<file path="config.mk">
export PLATFORM = sky130hd
export DESIGN_NAME = ric_top
export DESIGN_NICKNAME = d
export VERILOG_FILES = /design/src/logic/ric_pkg.sv /design/src/logic/ric_reset_gen.sv /design/src/logic/ric_ext_trig.sv /design/src/logic/ric_top.sv
export SDC_FILE = /design/constraint.sdc
export NUM_CORES = 1
export LEC_CHECK = 0
export BUFFER_PORTS_ARGS = -buffer_cell sky130_fd_sc_hd__buf_2
export CORE_MARGIN = 2
export CORE_UTILIZATION = 47
export CTS_BUF_LIST = sky130_fd_sc_hd__clkbuf_16
export DETAILED_ROUTE_END_ITERATION = 6
export PLACE_DENSITY = 0.84
export RECOVER_POWER = 100
export SYNTH_ARGS = -nofsm -noshare
export SYNTH_HDL_FRONTEND = slang
export SYNTH_SLANG_ARGS = --single-unit
</file>
<file path="constraint.sdc">
create_clock -name clk_sys -period 1.7 [get_ports clk_sys]
set_input_delay 0.085 -clock clk_sys [delete_from_list [all_inputs] [get_ports clk_sys]]
set_output_delay 0.085 -clock clk_sys [all_outputs]
set_load 0.01 [all_outputs]
</file>
<file path="src/logic/ric_pkg.sv">
// Purpose: Shared constants
// Assumes: One CPU clock
// Notes: 13-bit vector addresses
//
// Functional notes
// Two reset sources; watchdog resets via pin
// Outside reset held at least 1.5 cycles
// Any reset loads PC from top vector
// Power-up holds reset 4096 cycles, pin extends
// Drive reset pin low during power-on reset
// Entry pushes PC, X, A, CC; sets mask
// Return clears mask only if stacked zero
// Fixed priority; masked means trap only
// Trap always enters regardless of mask
// External pin serviced only when unmasked
// Two select bits give four trigger modes
// Select writes ignored unmasked; change drops pending
// Interrupts taken only at instruction boundaries
// Masked edges latched; low level not latched
// Pending latch cleared at service start
// Pulse spacing: service cycles plus 21
// Level mode re-triggers if line stays low
// Wake-up falls on enabled pins raise request
// Resets preset timer, ports, stack, mask, latches
// Resets and stop clear slow, watchdog bits
// Power-on and stop gate clocks 4096 cycles
// Rise select bit 6, fall select bit 5
// Each source owns a descending vector pair
// Pull-downs merged; pin synchronised before release
package ric_pkg;

  // ****************************************
  // Timing
  // ****************************************
  localparam int unsigned POR_CYCLES = 4096;  // Start-up hold
  localparam int unsigned IRQ_GAP_EXTRA = 21;  // Pulse gap extra

  // ****************************************
  // Vector addresses
  // ****************************************
  localparam logic [12:0] VEC_RESET = 13'h1FFE;  // Reset
  localparam logic [12:0] VEC_TRAP = 13'h1FFC;  // Software trap
  localparam logic [12:0] VEC_EXT = 13'h1FFA;  // External pin
  localparam logic [12:0] VEC_ICAP = 13'h1FF8;  // Timer input capture
  localparam logic [12:0] VEC_OCMP = 13'h1FF6;  // Timer output compare
  localparam logic [12:0] VEC_TOVF = 13'h1FF4;  // Timer overflow
  localparam logic [12:0] VEC_WAKE = 13'h1FF0;  // Wake-up port

  // ****************************************
  // Reset values and field positions
  // ****************************************
  localparam logic [15:0] TIMER_PRESET = 16'hFFFC;  // Timer preset
  localparam logic [7:0] SP_RESET = 8'hFF;  // SP preset
  localparam int unsigned MISC_RISE_BIT = 6;  // Rise select position
  localparam int unsigned MISC_FALL_BIT = 5;  // Fall select position
  localparam logic [1:0] TRIG_RESET = 2'h0;  // Select bits after reset
  localparam int unsigned WAKE_PINS = 6;  // Wake-up pin count

  // Trigger modes, coded as {rise, fall}
  typedef enum logic [1:0] {
    RIC_TRIG_FALL_LOW = 2'b00,
    RIC_TRIG_FALL = 2'b01,
    RIC_TRIG_RISE = 2'b10,
    RIC_TRIG_BOTH = 2'b11
  } ric_trig_t;

  // Source index in priority order, trap first
  typedef enum logic [2:0] {
    RIC_SRC_TRAP = 3'b000,
    RIC_SRC_EXT = 3'b001,
    RIC_SRC_ICAP = 3'b010,
    RIC_SRC_OCMP = 3'b011,
    RIC_SRC_TOVF = 3'b100,
    RIC_SRC_WAKE = 3'b101,
    RIC_SRC_NONE = 3'b110
  } ric_src_t;

endpackage

</file>
<file path="src/logic/ric_reset_gen.sv">
// Purpose: Reset sequencing
// Assumes: sys_rst marks power-up
// Notes: Internal reset released only after pin seen high through sync
`timescale 1ns/10ps
module ric_reset_gen #(
  parameter int unsigned POR_COUNT = ric_pkg::POR_CYCLES  // Start-up hold
) (
  input wire logic clk_sys,  // CPU clock
  input wire logic sys_rst,  // Power-up detect, sync active high
  input wire logic rst_pin_i,  // Reset pin level, async
  input wire logic watchdog_kick_bit_rst_req,  // Watchdog timeout pulse or level
  output logic rst_pin_o,  // Pin drive value, always low
  output logic rst_pin_oe,  // Pin pulled low while high
  output logic cpu_rst,  // Internal reset to the core
  output logic por_active  // Power-on hold running
);

  // ****************************************
  // State
  // ****************************************
  typedef struct packed {
    logic [1:0] pin_sync;  // Pin synchroniser
    logic [12:0] por_cnt;  // Power-on counter
    logic por_act;  // Power-on in progress
    logic wd_drive;  // Watchdog pull-down stretch
    logic rst;  // Internal reset
  } ric_rg_t;

  ric_rg_t s_q;
  ric_rg_t s_d;

  // Next-state logic
  always_comb
  begin
    s_d = s_q;
    s_d.pin_sync = {s_q.pin_sync[0], rst_pin_i};
    // Count power-on hold, then release
    if (s_q.por_act)
    begin
      if (s_q.por_cnt == 13'(POR_COUNT - 1))
        s_d.por_act = 1'b0;
      else
        s_d.por_cnt = s_q.por_cnt + 13'h0001;
    end
    // Watchdog reset pulls the pin; held until pin seen low so it lasts >1.5 cycles
    if (watchdog_kick_bit_rst_req)
      s_d.wd_drive = 1'b1;
    else if (!s_q.pin_sync[1])
      s_d.wd_drive = 1'b0;
    // Reset held while POR runs or pin low
    s_d.rst = s_q.por_act || !s_q.pin_sync[1] || s_q.wd_drive;
  end

  // State register
  always_ff @(posedge clk_sys)
  begin
    if (sys_rst)
    begin
      s_q.pin_sync <= 2'h0;
      s_q.por_cnt <= 13'h0000;
      s_q.por_act <= 1'b1;
      s_q.wd_drive <= 1'b0;
      s_q.rst <= 1'b1;
    end
    else
      s_q <= s_d;
  end

  // Open-drain: only low is ever driven
  assign rst_pin_o = 1'b0;
  assign rst_pin_oe = s_q.por_act || s_q.wd_drive;
  assign cpu_rst = s_q.rst;
  assign por_active = s_q.por_act;

endmodule

</file>
<file path="src/logic/ric_ext_trig.sv">
// Purpose: External pin trigger
// Assumes: Pin already synchronised by the caller
// Notes: Level request is live only, never latched
`timescale 1ns/10ps
module ric_ext_trig (
  input wire logic clk_sys,  // CPU clock
  input wire logic sys_rst,  // Sync reset
  input wire logic pin_s,  // Synchronised pin level
  input wire logic [1:0] trig_mode,  // {rise, fall} select
  input wire logic mode_change,  // Select bits changed, drop pending
  input wire logic clear,  // Service started
  output logic ext_req  // Request to arbiter
);

  typedef struct packed {
    logic prev;  // Pin last cycle
    logic pend;  // Edge latch
  } ric_et_t;

  ric_et_t s_q;
  ric_et_t s_d;
  logic rise;
  logic fall;
  logic edge_hit;

  // Edge decode per mode
  always_comb
  begin
    rise = pin_s && !s_q.prev;
    fall = !pin_s && s_q.prev;
    unique case (ric_pkg::ric_trig_t'(trig_mode))
      ric_pkg::RIC_TRIG_FALL_LOW: edge_hit = fall;
      ric_pkg::RIC_TRIG_FALL: edge_hit = fall;
      ric_pkg::RIC_TRIG_RISE: edge_hit = rise;
      ric_pkg::RIC_TRIG_BOTH: edge_hit = rise || fall;
    endcase
    s_d.prev = pin_s;
    // Set beats clear; a mode change always discards
    if (mode_change)
      s_d.pend = 1'b0;
    else if (edge_hit)
      s_d.pend = 1'b1;
    else if (clear)
      s_d.pend = 1'b0;
    else
      s_d.pend = s_q.pend;
  end

  always_ff @(posedge clk_sys)
  begin
    if (sys_rst)
    begin
      s_q.prev <= 1'b1;
      s_q.pend <= 1'b0;
    end
    else
      s_q <= s_d;
  end

  // Low level adds a live request in mode 00 so a held-low line retriggers
  assign ext_req = s_q.pend ||
    ((ric_pkg::ric_trig_t'(trig_mode) == ric_pkg::RIC_TRIG_FALL_LOW) && !pin_s);

endmodule

</file>
<file path="src/logic/ric_top.sv">
// Purpose: Reset and interrupt control for an 8-bit controller core
// Assumes: Core marks boundaries
// Notes: One push per cycle
`timescale 1ns/10ps
module ric_top (
  input wire logic clk_sys,  // Clock
  input wire logic sys_rst,  // Power-up
  input wire logic rst_pin_i,  // Pin in
  output logic rst_pin_o,  // Pin value
  output logic rst_pin_oe,  // Pin pull
  input wire logic watchdog_kick_bit_rst_req,  // Watchdog
  output logic cpu_rst,  // Core reset
  input wire logic ext_irq_pin,  // Irq pin
  input wire logic [5:0] wakeup_pins,  // Wake pins
  input wire logic [5:0] wakeup_irq_en,  // Wake enables
  input wire logic tmr_icap_irq,  // Capture
  input wire logic tmr_ocmp_irq,  // Compare
  input wire logic tmr_tovf_irq,  // Overflow
  input wire logic trap_exec,  // Trap
  input wire logic instr_done,  // Boundary
  input wire logic irq_return_instruction,  // Return
  input wire logic [7:0] stack_cc_byte,  // Popped codes
  input wire logic [15:0] program_counter,  // Prog counter
  input wire logic [7:0] x_reg,  // X
  input wire logic [7:0] acc_reg,  // A
  input wire logic [7:0] cond_code_reg,  // Codes
  input wire logic misc_wr,  // Misc write
  input wire logic [7:0] misc_wdata,  // Misc data
  input wire logic halt_enter,  // Stop entry
  input wire logic wait_enter,  // Wait entry
  input wire logic [7:0] stack_ptr_i,  // Stack ptr
  output logic push_valid,  // Push
  output logic [7:0] push_data,  // Push byte
  output logic [7:0] push_sp,  // Push addr
  output logic pc_load,  // Vector load
  output logic [12:0] vector_addr,  // Vector
  output logic irq_busy,  // Entry busy
  output logic irq_mask,  // Mask
  output logic ext_irq_rise_select,  // Rise sel
  output logic ext_irq_fall_select,  // Fall sel
  output logic slow_clock_select,  // Slow
  output logic watchdog_kick_bit,  // Watchdog_kick_bit en
  output logic watchdog_kick_bit_cnt_clr,  // Watchdog_kick_bit clear
  output logic [15:0] tmr_preset,  // Timer preset
  output logic tmr_reset,  // Timer clear
  output logic port_dir_clr,  // Dir clear
  output logic store_ctl_clr,  // Store clear
  output logic [7:0] sp_reset_val,  // SP value
  output logic sp_load,  // SP load
  output logic cpu_clk_en,  // CPU gate
  output logic timer_clk_en,  // Timer gate
  output logic halt_latch,  // Stop latch
  output logic wait_latch  // Wait latch
);

  // ****************************************
  // Types and state
  // ****************************************
  typedef enum logic [2:0] {
    RIC_ST_RUN = 3'b000,
    RIC_ST_PCL = 3'b001,
    RIC_ST_PCH = 3'b010,
    RIC_ST_X = 3'b011,
    RIC_ST_A = 3'b100,
    RIC_ST_CC = 3'b101,
    RIC_ST_VEC = 3'b110
  } ric_state_t;

  typedef struct packed {
    ric_state_t st;  // Sequencer
    ric_pkg::ric_src_t src;  // Source
    logic [7:0] sp;  // Push address
    logic [7:0] cc_save;  // Saved codes
    logic [15:0] pc_save;  // PC snapshot
    logic [7:0] x_save;  // X snapshot
    logic [7:0] a_save;  // A snapshot
    logic mask;  // Interrupt mask
    logic [1:0] trig;  // {rise, fall} select
    logic slow;  // Slow clock select
    logic watchdog_kick_bit_en;  // Watchdog enable
    logic halt;  // Stop latch
    logic waitl;  // Wait latch
    logic [12:0] stop_cnt;  // Stop delay
    logic stop_gate;  // Stop gate
    logic [5:0] wk_prev;  // Wake pins last cycle
    logic wk_pend;  // Wake-up request latch
    logic rst_d1;  // Reset one cycle ago
    logic boot;  // Boot fetch
  } ric_top_t;

  ric_top_t s_q;
  ric_top_t s_d;

  logic [1:0] ext_sync_q;  // External pin synchroniser
  logic [5:0] wk_s1_q;  // Wake pins first stage
  logic [5:0] wk_s2_q;  // Wake pins second stage
  logic ext_req;
  logic ext_clear;
  logic mode_change;
  logic por_active;
  logic [1:0] trig_wr;
  ric_pkg::ric_src_t pick;

  // Priority pick among pending sources
  function automatic ric_pkg::ric_src_t ric_pick(input logic trap, input logic masked,
      input logic ext, input logic icap, input logic ocmp, input logic tovf, input logic wake);
    if (trap)
      return ric_pkg::RIC_SRC_TRAP;
    else if (masked)
      return ric_pkg::RIC_SRC_NONE;
    else if (ext)
      return ric_pkg::RIC_SRC_EXT;
    else if (icap)
      return ric_pkg::RIC_SRC_ICAP;
    else if (ocmp)
      return ric_pkg::RIC_SRC_OCMP;
    else if (tovf)
      return ric_pkg::RIC_SRC_TOVF;
    else if (wake)
      return ric_pkg::RIC_SRC_WAKE;
    else
      return ric_pkg::RIC_SRC_NONE;
  endfunction

  // Vector table lookup
  function automatic logic [12:0] ric_vec(input ric_pkg::ric_src_t src);
    unique case (src)
      ric_pkg::RIC_SRC_TRAP: return ric_pkg::VEC_TRAP;
      ric_pkg::RIC_SRC_EXT: return ric_pkg::VEC_EXT;
      ric_pkg::RIC_SRC_ICAP: return ric_pkg::VEC_ICAP;
      ric_pkg::RIC_SRC_OCMP: return ric_pkg::VEC_OCMP;
      ric_pkg::RIC_SRC_TOVF: return ric_pkg::VEC_TOVF;
      ric_pkg::RIC_SRC_WAKE: return ric_pkg::VEC_WAKE;
      default: return ric_pkg::VEC_RESET;
    endcase
  endfunction

  // ****************************************
  // Reset sequencing
  // ****************************************
  ric_reset_gen u_rst (
    .clk_sys(clk_sys),
    .sys_rst(sys_rst),
    .rst_pin_i(rst_pin_i),
    .watchdog_kick_bit_rst_req(watchdog_kick_bit_rst_req || (halt_enter && s_q.watchdog_kick_bit_en)),
    .rst_pin_o(rst_pin_o),
    .rst_pin_oe(rst_pin_oe),
    .cpu_rst(cpu_rst),
    .por_active(por_active)
  );

  // Input synchronisers for pins
  always_ff @(posedge clk_sys)
  begin
    if (sys_rst)
    begin
      ext_sync_q <= 2'h3;
      wk_s1_q <= 6'h3F;
      wk_s2_q <= 6'h3F;
    end
    else
    begin
      ext_sync_q <= {ext_sync_q[0], ext_irq_pin};
      wk_s1_q <= wakeup_pins;
      wk_s2_q <= wk_s1_q;
    end
  end

  // ****************************************
  // External pin trigger
  // ****************************************
  assign trig_wr = {misc_wdata[ric_pkg::MISC_RISE_BIT], misc_wdata[ric_pkg::MISC_FALL_BIT]};
  // Accepted only while masked, and only a real change drops pending
  assign mode_change = misc_wr && s_q.mask && (trig_wr != s_q.trig);
  assign ext_clear = (s_q.st == RIC_ST_PCL) && (s_q.src == ric_pkg::RIC_SRC_EXT);

  ric_ext_trig u_ext (
    .clk_sys(clk_sys),
    .sys_rst(cpu_rst),
    .pin_s(ext_sync_q[1]),
    .trig_mode(s_q.trig),
    .mode_change(mode_change),
    .clear(ext_clear),
    .ext_req(ext_req)
  );

  assign pick = ric_pick(trap_exec, s_q.mask, ext_req, tmr_icap_irq, tmr_ocmp_irq,
    tmr_tovf_irq, s_q.wk_pend);

  // ****************************************
  // Next-state logic
  // ****************************************
  always_comb
  begin
    s_d = s_q;
    s_d.rst_d1 = cpu_rst;
    s_d.wk_prev = wk_s2_q;
    // Wake-up falling edge on enabled pin; set wins over clear
    if (|(s_q.wk_prev & ~wk_s2_q & wakeup_irq_en))
      s_d.wk_pend = 1'b1;
    else if (s_q.st == RIC_ST_PCL && s_q.src == ric_pkg::RIC_SRC_WAKE)
      s_d.wk_pend = 1'b0;
    // Trigger select write
    if (mode_change)
      s_d.trig = trig_wr;
    if (misc_wr)
    begin
      s_d.slow = misc_wdata[1];
      if (misc_wdata[0])
        s_d.watchdog_kick_bit_en = 1'b1;  // Only reset clears it; stop entry with it set requests a reset
    end
    // Wait entry clears mask; stop entry with watchdog off also clears mask, slow and watchdog
    if (wait_enter)
    begin
      s_d.waitl = 1'b1;
      s_d.mask = 1'b0;
    end
    if (halt_enter && !s_q.watchdog_kick_bit_en)
    begin
      s_d.halt = 1'b1;
      s_d.mask = 1'b0;
      s_d.slow = 1'b0;
      s_d.watchdog_kick_bit_en = 1'b0;
    end
    // Stop wake starts the restart delay
    if (s_q.halt && (ext_req || s_q.wk_pend))
    begin
      s_d.halt = 1'b0;
      s_d.stop_gate = 1'b1;
      s_d.stop_cnt = 13'h0000;
    end
    if (s_q.stop_gate)
    begin
      if (s_q.stop_cnt == 13'(ric_pkg::POR_CYCLES - 1))
        s_d.stop_gate = 1'b0;
      else
        s_d.stop_cnt = s_q.stop_cnt + 13'h0001;
    end
    // Reset vector fetched once reset releases
    if (s_q.rst_d1 && !cpu_rst)
      s_d.boot = 1'b1;
    else if (s_q.boot)
      s_d.boot = 1'b0;
    // Entry sequencer: one push per cycle
    unique case (s_q.st)
      RIC_ST_RUN:
      begin
        if (instr_done && pick != ric_pkg::RIC_SRC_NONE && !s_q.stop_gate && !s_q.boot)
        begin
          s_d.st = RIC_ST_PCL;
          s_d.src = pick;
          s_d.sp = stack_ptr_i;
          s_d.pc_save = program_counter;
          s_d.x_save = x_reg;
          s_d.a_save = acc_reg;
          s_d.cc_save = cond_code_reg;
          s_d.waitl = 1'b0;
        end
        else if (irq_return_instruction)
          s_d.mask = stack_cc_byte[3];
      end
      RIC_ST_PCL:
      begin
        s_d.st = RIC_ST_PCH;
        s_d.sp = s_q.sp - 8'h01;
      end
      RIC_ST_PCH:
      begin
        s_d.st = RIC_ST_X;
        s_d.sp = s_q.sp - 8'h01;
      end
      RIC_ST_X:
      begin
        s_d.st = RIC_ST_A;
        s_d.sp = s_q.sp - 8'h01;
      end
      RIC_ST_A:
      begin
        s_d.st = RIC_ST_CC;
        s_d.sp = s_q.sp - 8'h01;
      end
      RIC_ST_CC:
      begin
        s_d.st = RIC_ST_VEC;
        s_d.mask = 1'b1;
        s_d.sp = s_q.sp - 8'h01;
      end
      RIC_ST_VEC:
        s_d.st = RIC_ST_RUN;
      default:
        s_d.st = RIC_ST_RUN;
    endcase
  end

  // State register, cleared by either reset type
  always_ff @(posedge clk_sys)
  begin
    if (cpu_rst)
    begin
      s_q <= '0;
      s_q.st <= RIC_ST_RUN;
      s_q.src <= ric_pkg::RIC_SRC_NONE;
      s_q.sp <= ric_pkg::SP_RESET;
      s_q.mask <= 1'b1;
      s_q.trig <= ric_pkg::TRIG_RESET;
      s_q.wk_prev <= 6'h3F;
      s_q.rst_d1 <= 1'b1;
    end
    else
      s_q <= s_d;
  end

  // ****************************************
  // Outputs
  // ****************************************
  always_comb
  begin
    push_valid = (s_q.st != RIC_ST_RUN) && (s_q.st != RIC_ST_VEC);
    unique case (s_q.st)
      RIC_ST_PCL: push_data = s_q.pc_save[7:0];
      RIC_ST_PCH: push_data = s_q.pc_save[15:8];
      RIC_ST_X: push_data = s_q.x_save;
      RIC_ST_A: push_data = s_q.a_save;
      RIC_ST_CC: push_data = s_q.cc_save;
      default: push_data = 8'h00;
    endcase
  end

  assign push_sp = s_q.sp;
  assign pc_load = s_q.boot || (s_q.st == RIC_ST_VEC);
  assign vector_addr = s_q.boot ? ric_pkg::VEC_RESET : ric_vec(s_q.src);
  assign irq_busy = (s_q.st != RIC_ST_RUN);
  assign irq_mask = s_q.mask;
  assign ext_irq_rise_select = s_q.trig[1];
  assign ext_irq_fall_select = s_q.trig[0];
  assign slow_clock_select = s_q.slow;
  assign watchdog_kick_bit = s_q.watchdog_kick_bit_en;
  assign watchdog_kick_bit_cnt_clr = cpu_rst || (halt_enter && !s_q.watchdog_kick_bit_en) || (misc_wr && misc_wdata[0]);
  assign tmr_preset = ric_pkg::TIMER_PRESET;
  assign tmr_reset = cpu_rst;
  assign port_dir_clr = cpu_rst;
  assign store_ctl_clr = cpu_rst;
  assign sp_reset_val = ric_pkg::SP_RESET;
  assign sp_load = cpu_rst;
  assign cpu_clk_en = !por_active && !s_q.halt && !s_q.waitl && !s_q.stop_gate;
  assign timer_clk_en = !por_active && !s_q.halt && !s_q.stop_gate;
  assign halt_latch = s_q.halt;
  assign wait_latch = s_q.waitl;

endmodule

</file>
==> flow_summary.toml <==
[status]
outcome = "finished with violations"
violations = "setup timing"

[die]
coreArea_um2 = 11960
ios = 163
fp-row-count = 40
die_x_um = 114.5
start_util_pct = 47.95
die_area_um2 = 13100
die-height_um = 114.5

[finish]
layout_commonest_cell = "dfxtp_1"
areaGrowthSynthToFinish_pct = 47.49
layout_common_cells = "dfxtp_1 (111), buf_2 (100), nand2_1 (79)"
fin_nets = 986
fillers = 742
layout-drive-gt1-share_pct = 39.71
post-route-util_pct = 70.72

[cts]
numCtsBuffers = 17
cts.sinks = 118
cts_tree = "built"
cts_buffer_depth = 2
clkTransAtPathRegs_ns = 0.07
htree_levels = 4
clockRootBuffer = "clkbuf_16"
clock_latency_ns = 0.42

[synth]
synth_flop_cell = "dfxtp_1"
yosysWarnings = 0
syn_area_um2 = 5736
ys_types = 65
syn_avg_cell_area_um2 = 8.625
synthCells = 665
yosysSeqAreaShare_pct = 41.19
ys_seq_elements = 118
synth-async-reset-ratio_pct = 0
synth_edf_count = 0

[power]
ir_drop_v = 0.0007276
power_frac_comb_pct = 8.8
clkPwrFrac_pct = 50.8
powerDensity_nw_per_um2 = 819.0
internal_power_mw = 5.133
p_seq_share_pct = 40.4
p_switching_mw = 1.795
p_leak_nw = 3.341
swShare_pct = 25.91
total_power_mw = 6.929

[timing]
hold_ws_ns = 0.01498
finalWorstSetupSlack_ns = -0.3225
period_share_pct = 119.0
hold_viol = 0
min_period_ns = 2.023
finalClockSkew_ns = 0.01059
max_freq_mhz = 494.4
slew_violations = 0
rsz0062_at_grt = "yes"
setup_violations = 64

[routing]
vias = 6307
wl_um = 21710
drc = 0
drtIter0Drc = 804
drtPass1Iterations = 5
viasPerCell = 5.995
ant_nets = 0
post_drt_wl_per_cell_um = 20.64

[critical_path]
arrival_ns = 2.36
cp_max_fo = 8
critPathLaunchType = "register"
max_stage_delay_ns = 0.36
critPathKind = "reg -> reg"
crit_path_frequent_cell = "nor3_4"
worst_path_max_delay_cell = "dfxtp_4"
cp-end-kind = "register"
path_cells = "buf_4, nor3_4, inv_4, nor3_4, and2_4, buf_12, nand2_1, a21oi_2"
critPathRequiredTime_ns = 2.04

[global_routing]
gr-total-overflow = 0
grt_max_degree = 63
grt_pass1_vias = 5485
grt.total_usage_pct = 26.09
grt_pass1_wl_um = 26540
antenna_found_initial = 1

[worst_hold_path]
min-delay-path-class = "in -> reg"

[placed_design]
place_ws_ns = 0.03509
dpl.hpwl_um = 9401
gp_congestion = 0.8597
port_buffers = 116

[job]
cap_violations = 0
==> critical path, delay by kind of cell (launching register included) <==
family / cells / cell delay, ns
AND/OR/NAND/NOR: 4 / 0.94
AO/OA/AOI/OAI: 1 / 0.25
flip-flops: 1 / 0.36
buffers and inverters: 3 / 0.39
==> flip-flops by register name (all words and copies together) (netlist names), 2 cells and up <==
name        cells
u_ext.s_q       2
wk_s2_q         6
s_q            69
u_rst.s_q      15
wk_s1_q         6
push_sp         8
ext_sync_q      2
==> final timing paths <==
path | startpoint | end | slack, ns | cells after the start
min | halt_enter | watchdog_kick_bit | 0.01 | 4
min reg2reg | wk_s1_q[5] | wk_s2_q[5] | 0.41 | 1
max | s_q[83] | s_q[58] | -0.32 | 8
max reg2reg | s_q[83] | s_q[58] | -0.32 | 8
==> logic make-up (layout without fill, tap and decap cells) <==
group	Yosys count	in the layout	synth area share (%)
and+or+nand+nor	269	269	24.11
AOI/OAI and AO/OA	146	146	17.74
DFF	118	118	41.19
buffers and inverters	93	299	10.51
xor gates and xnor gates	18	18	2.749
muxes	14	14	2.487
adders and majority gates	5	5	1.091
other	2	36	0.1309
==> through the flow <==
stage | cells | cell area [um2] | TNS, ns
after global routing | 1052 | 8459 | -9.783
final | 1052 | 8459 | -7.277
after CTS | 1032 | 7889 | -0.1417
after global placement | 930 | 6480 | 0
after detailed placement | 930 | 6480 | 0
after floorplan | 698 | 5859 | 0
==> per-layer routing <==
metal | vias to the layer above | part of all wire [%] | track usage (%)
li1 | 2667 | - | -
met4 | 0 | 8.0 | 16.34
met2 | 556 | 45 | 41.78
met1 | 2894 | 36 | 30.78
met3 | 190 | 11 | 7.411
met5 | - | 0 | 0
==> synthesized netlist by cell type (3+ instances only) <==
library cell | instances | share of area, %
o21ai_1 | 5 | 0.44
xnor2_1 | 14 | 2.1
and2_1 | 7 | 0.76
nand3_1 | 13 | 1.1
nor2_1 | 43 | 2.8
nor3_1 | 17 | 1.5
and3_1 | 4 | 0.44
xor2_1 | 4 | 0.61
and4_1 | 3 | 0.46
nand2b_1 | 3 | 0.33
buf_4 | 48 | 6.3
nor2b_1 | 8 | 0.87
mux2i_1 | 12 | 2.1
a221o_1 | 4 | 0.70
a221oi_1 | 8 | 1.2
clkbuf_1 | 18 | 1.2
a31oi_1 | 5 | 0.55
a21oi_1 | 44 | 3.8
nand2_1 | 85 | 5.6
nor3b_1 | 4 | 0.52
buf_2 | 8 | 0.70
or3_1 | 7 | 0.76
o21ai_0 | 17 | 1.5
ha_1 | 5 | 1.1
buf_12 | 3 | 1.0
or2_2 | 25 | 2.7
o22a_1 | 7 | 1.1
nand4_1 | 3 | 0.33
a21oi_2 | 30 | 4.6
nor4_1 | 3 | 0.33
inv_1 | 12 | 0.79
nand2_2 | 31 | 3.4
dfxtp_1 | 118 | 41
o22ai_1 | 3 | 0.33
==> repair_timing <==
item / 4_1_cts / 5_1_grt
gates cloned: 1 / 11
hold endpoints to repair: 63 / 0
resized for setup: 34 / 83
hold buffers: 64 / 0
setup buffers: 5 / 9
pin swaps: 9 / 29
endpoints found under the setup margin: 11 / 74
==> area by class of cell <==
class | instances | area, um2 | area share (%)
multi-input cells | 487 | 3258 | 38.51
well taps | 147 | 183.9 | 2.174
repair buffers | 254 | 2014 | 23.81
diodes | 1 | 2.502 | 0.02958
clock inverters | 15 | 142.6 | 1.686
inverters | 13 | 53.80 | 0.6360
clock buffers | 17 | 425.4 | 5.029
flip-flops and latches | 118 | 2379 | 28.12
==> power by group through the flow <==
stage	logic, mW	clock network, mW	registers [mW]
after floorplan	0.263	0	2.86
after global placement	0.350	0	2.86
after detailed placement	0.354	0	2.86
after CTS	0.470	3.45	2.80
after global routing	0.639	3.66	2.80
final	0.612	3.52	2.80
No activity file was read; power rests on OpenSTA's default activity.
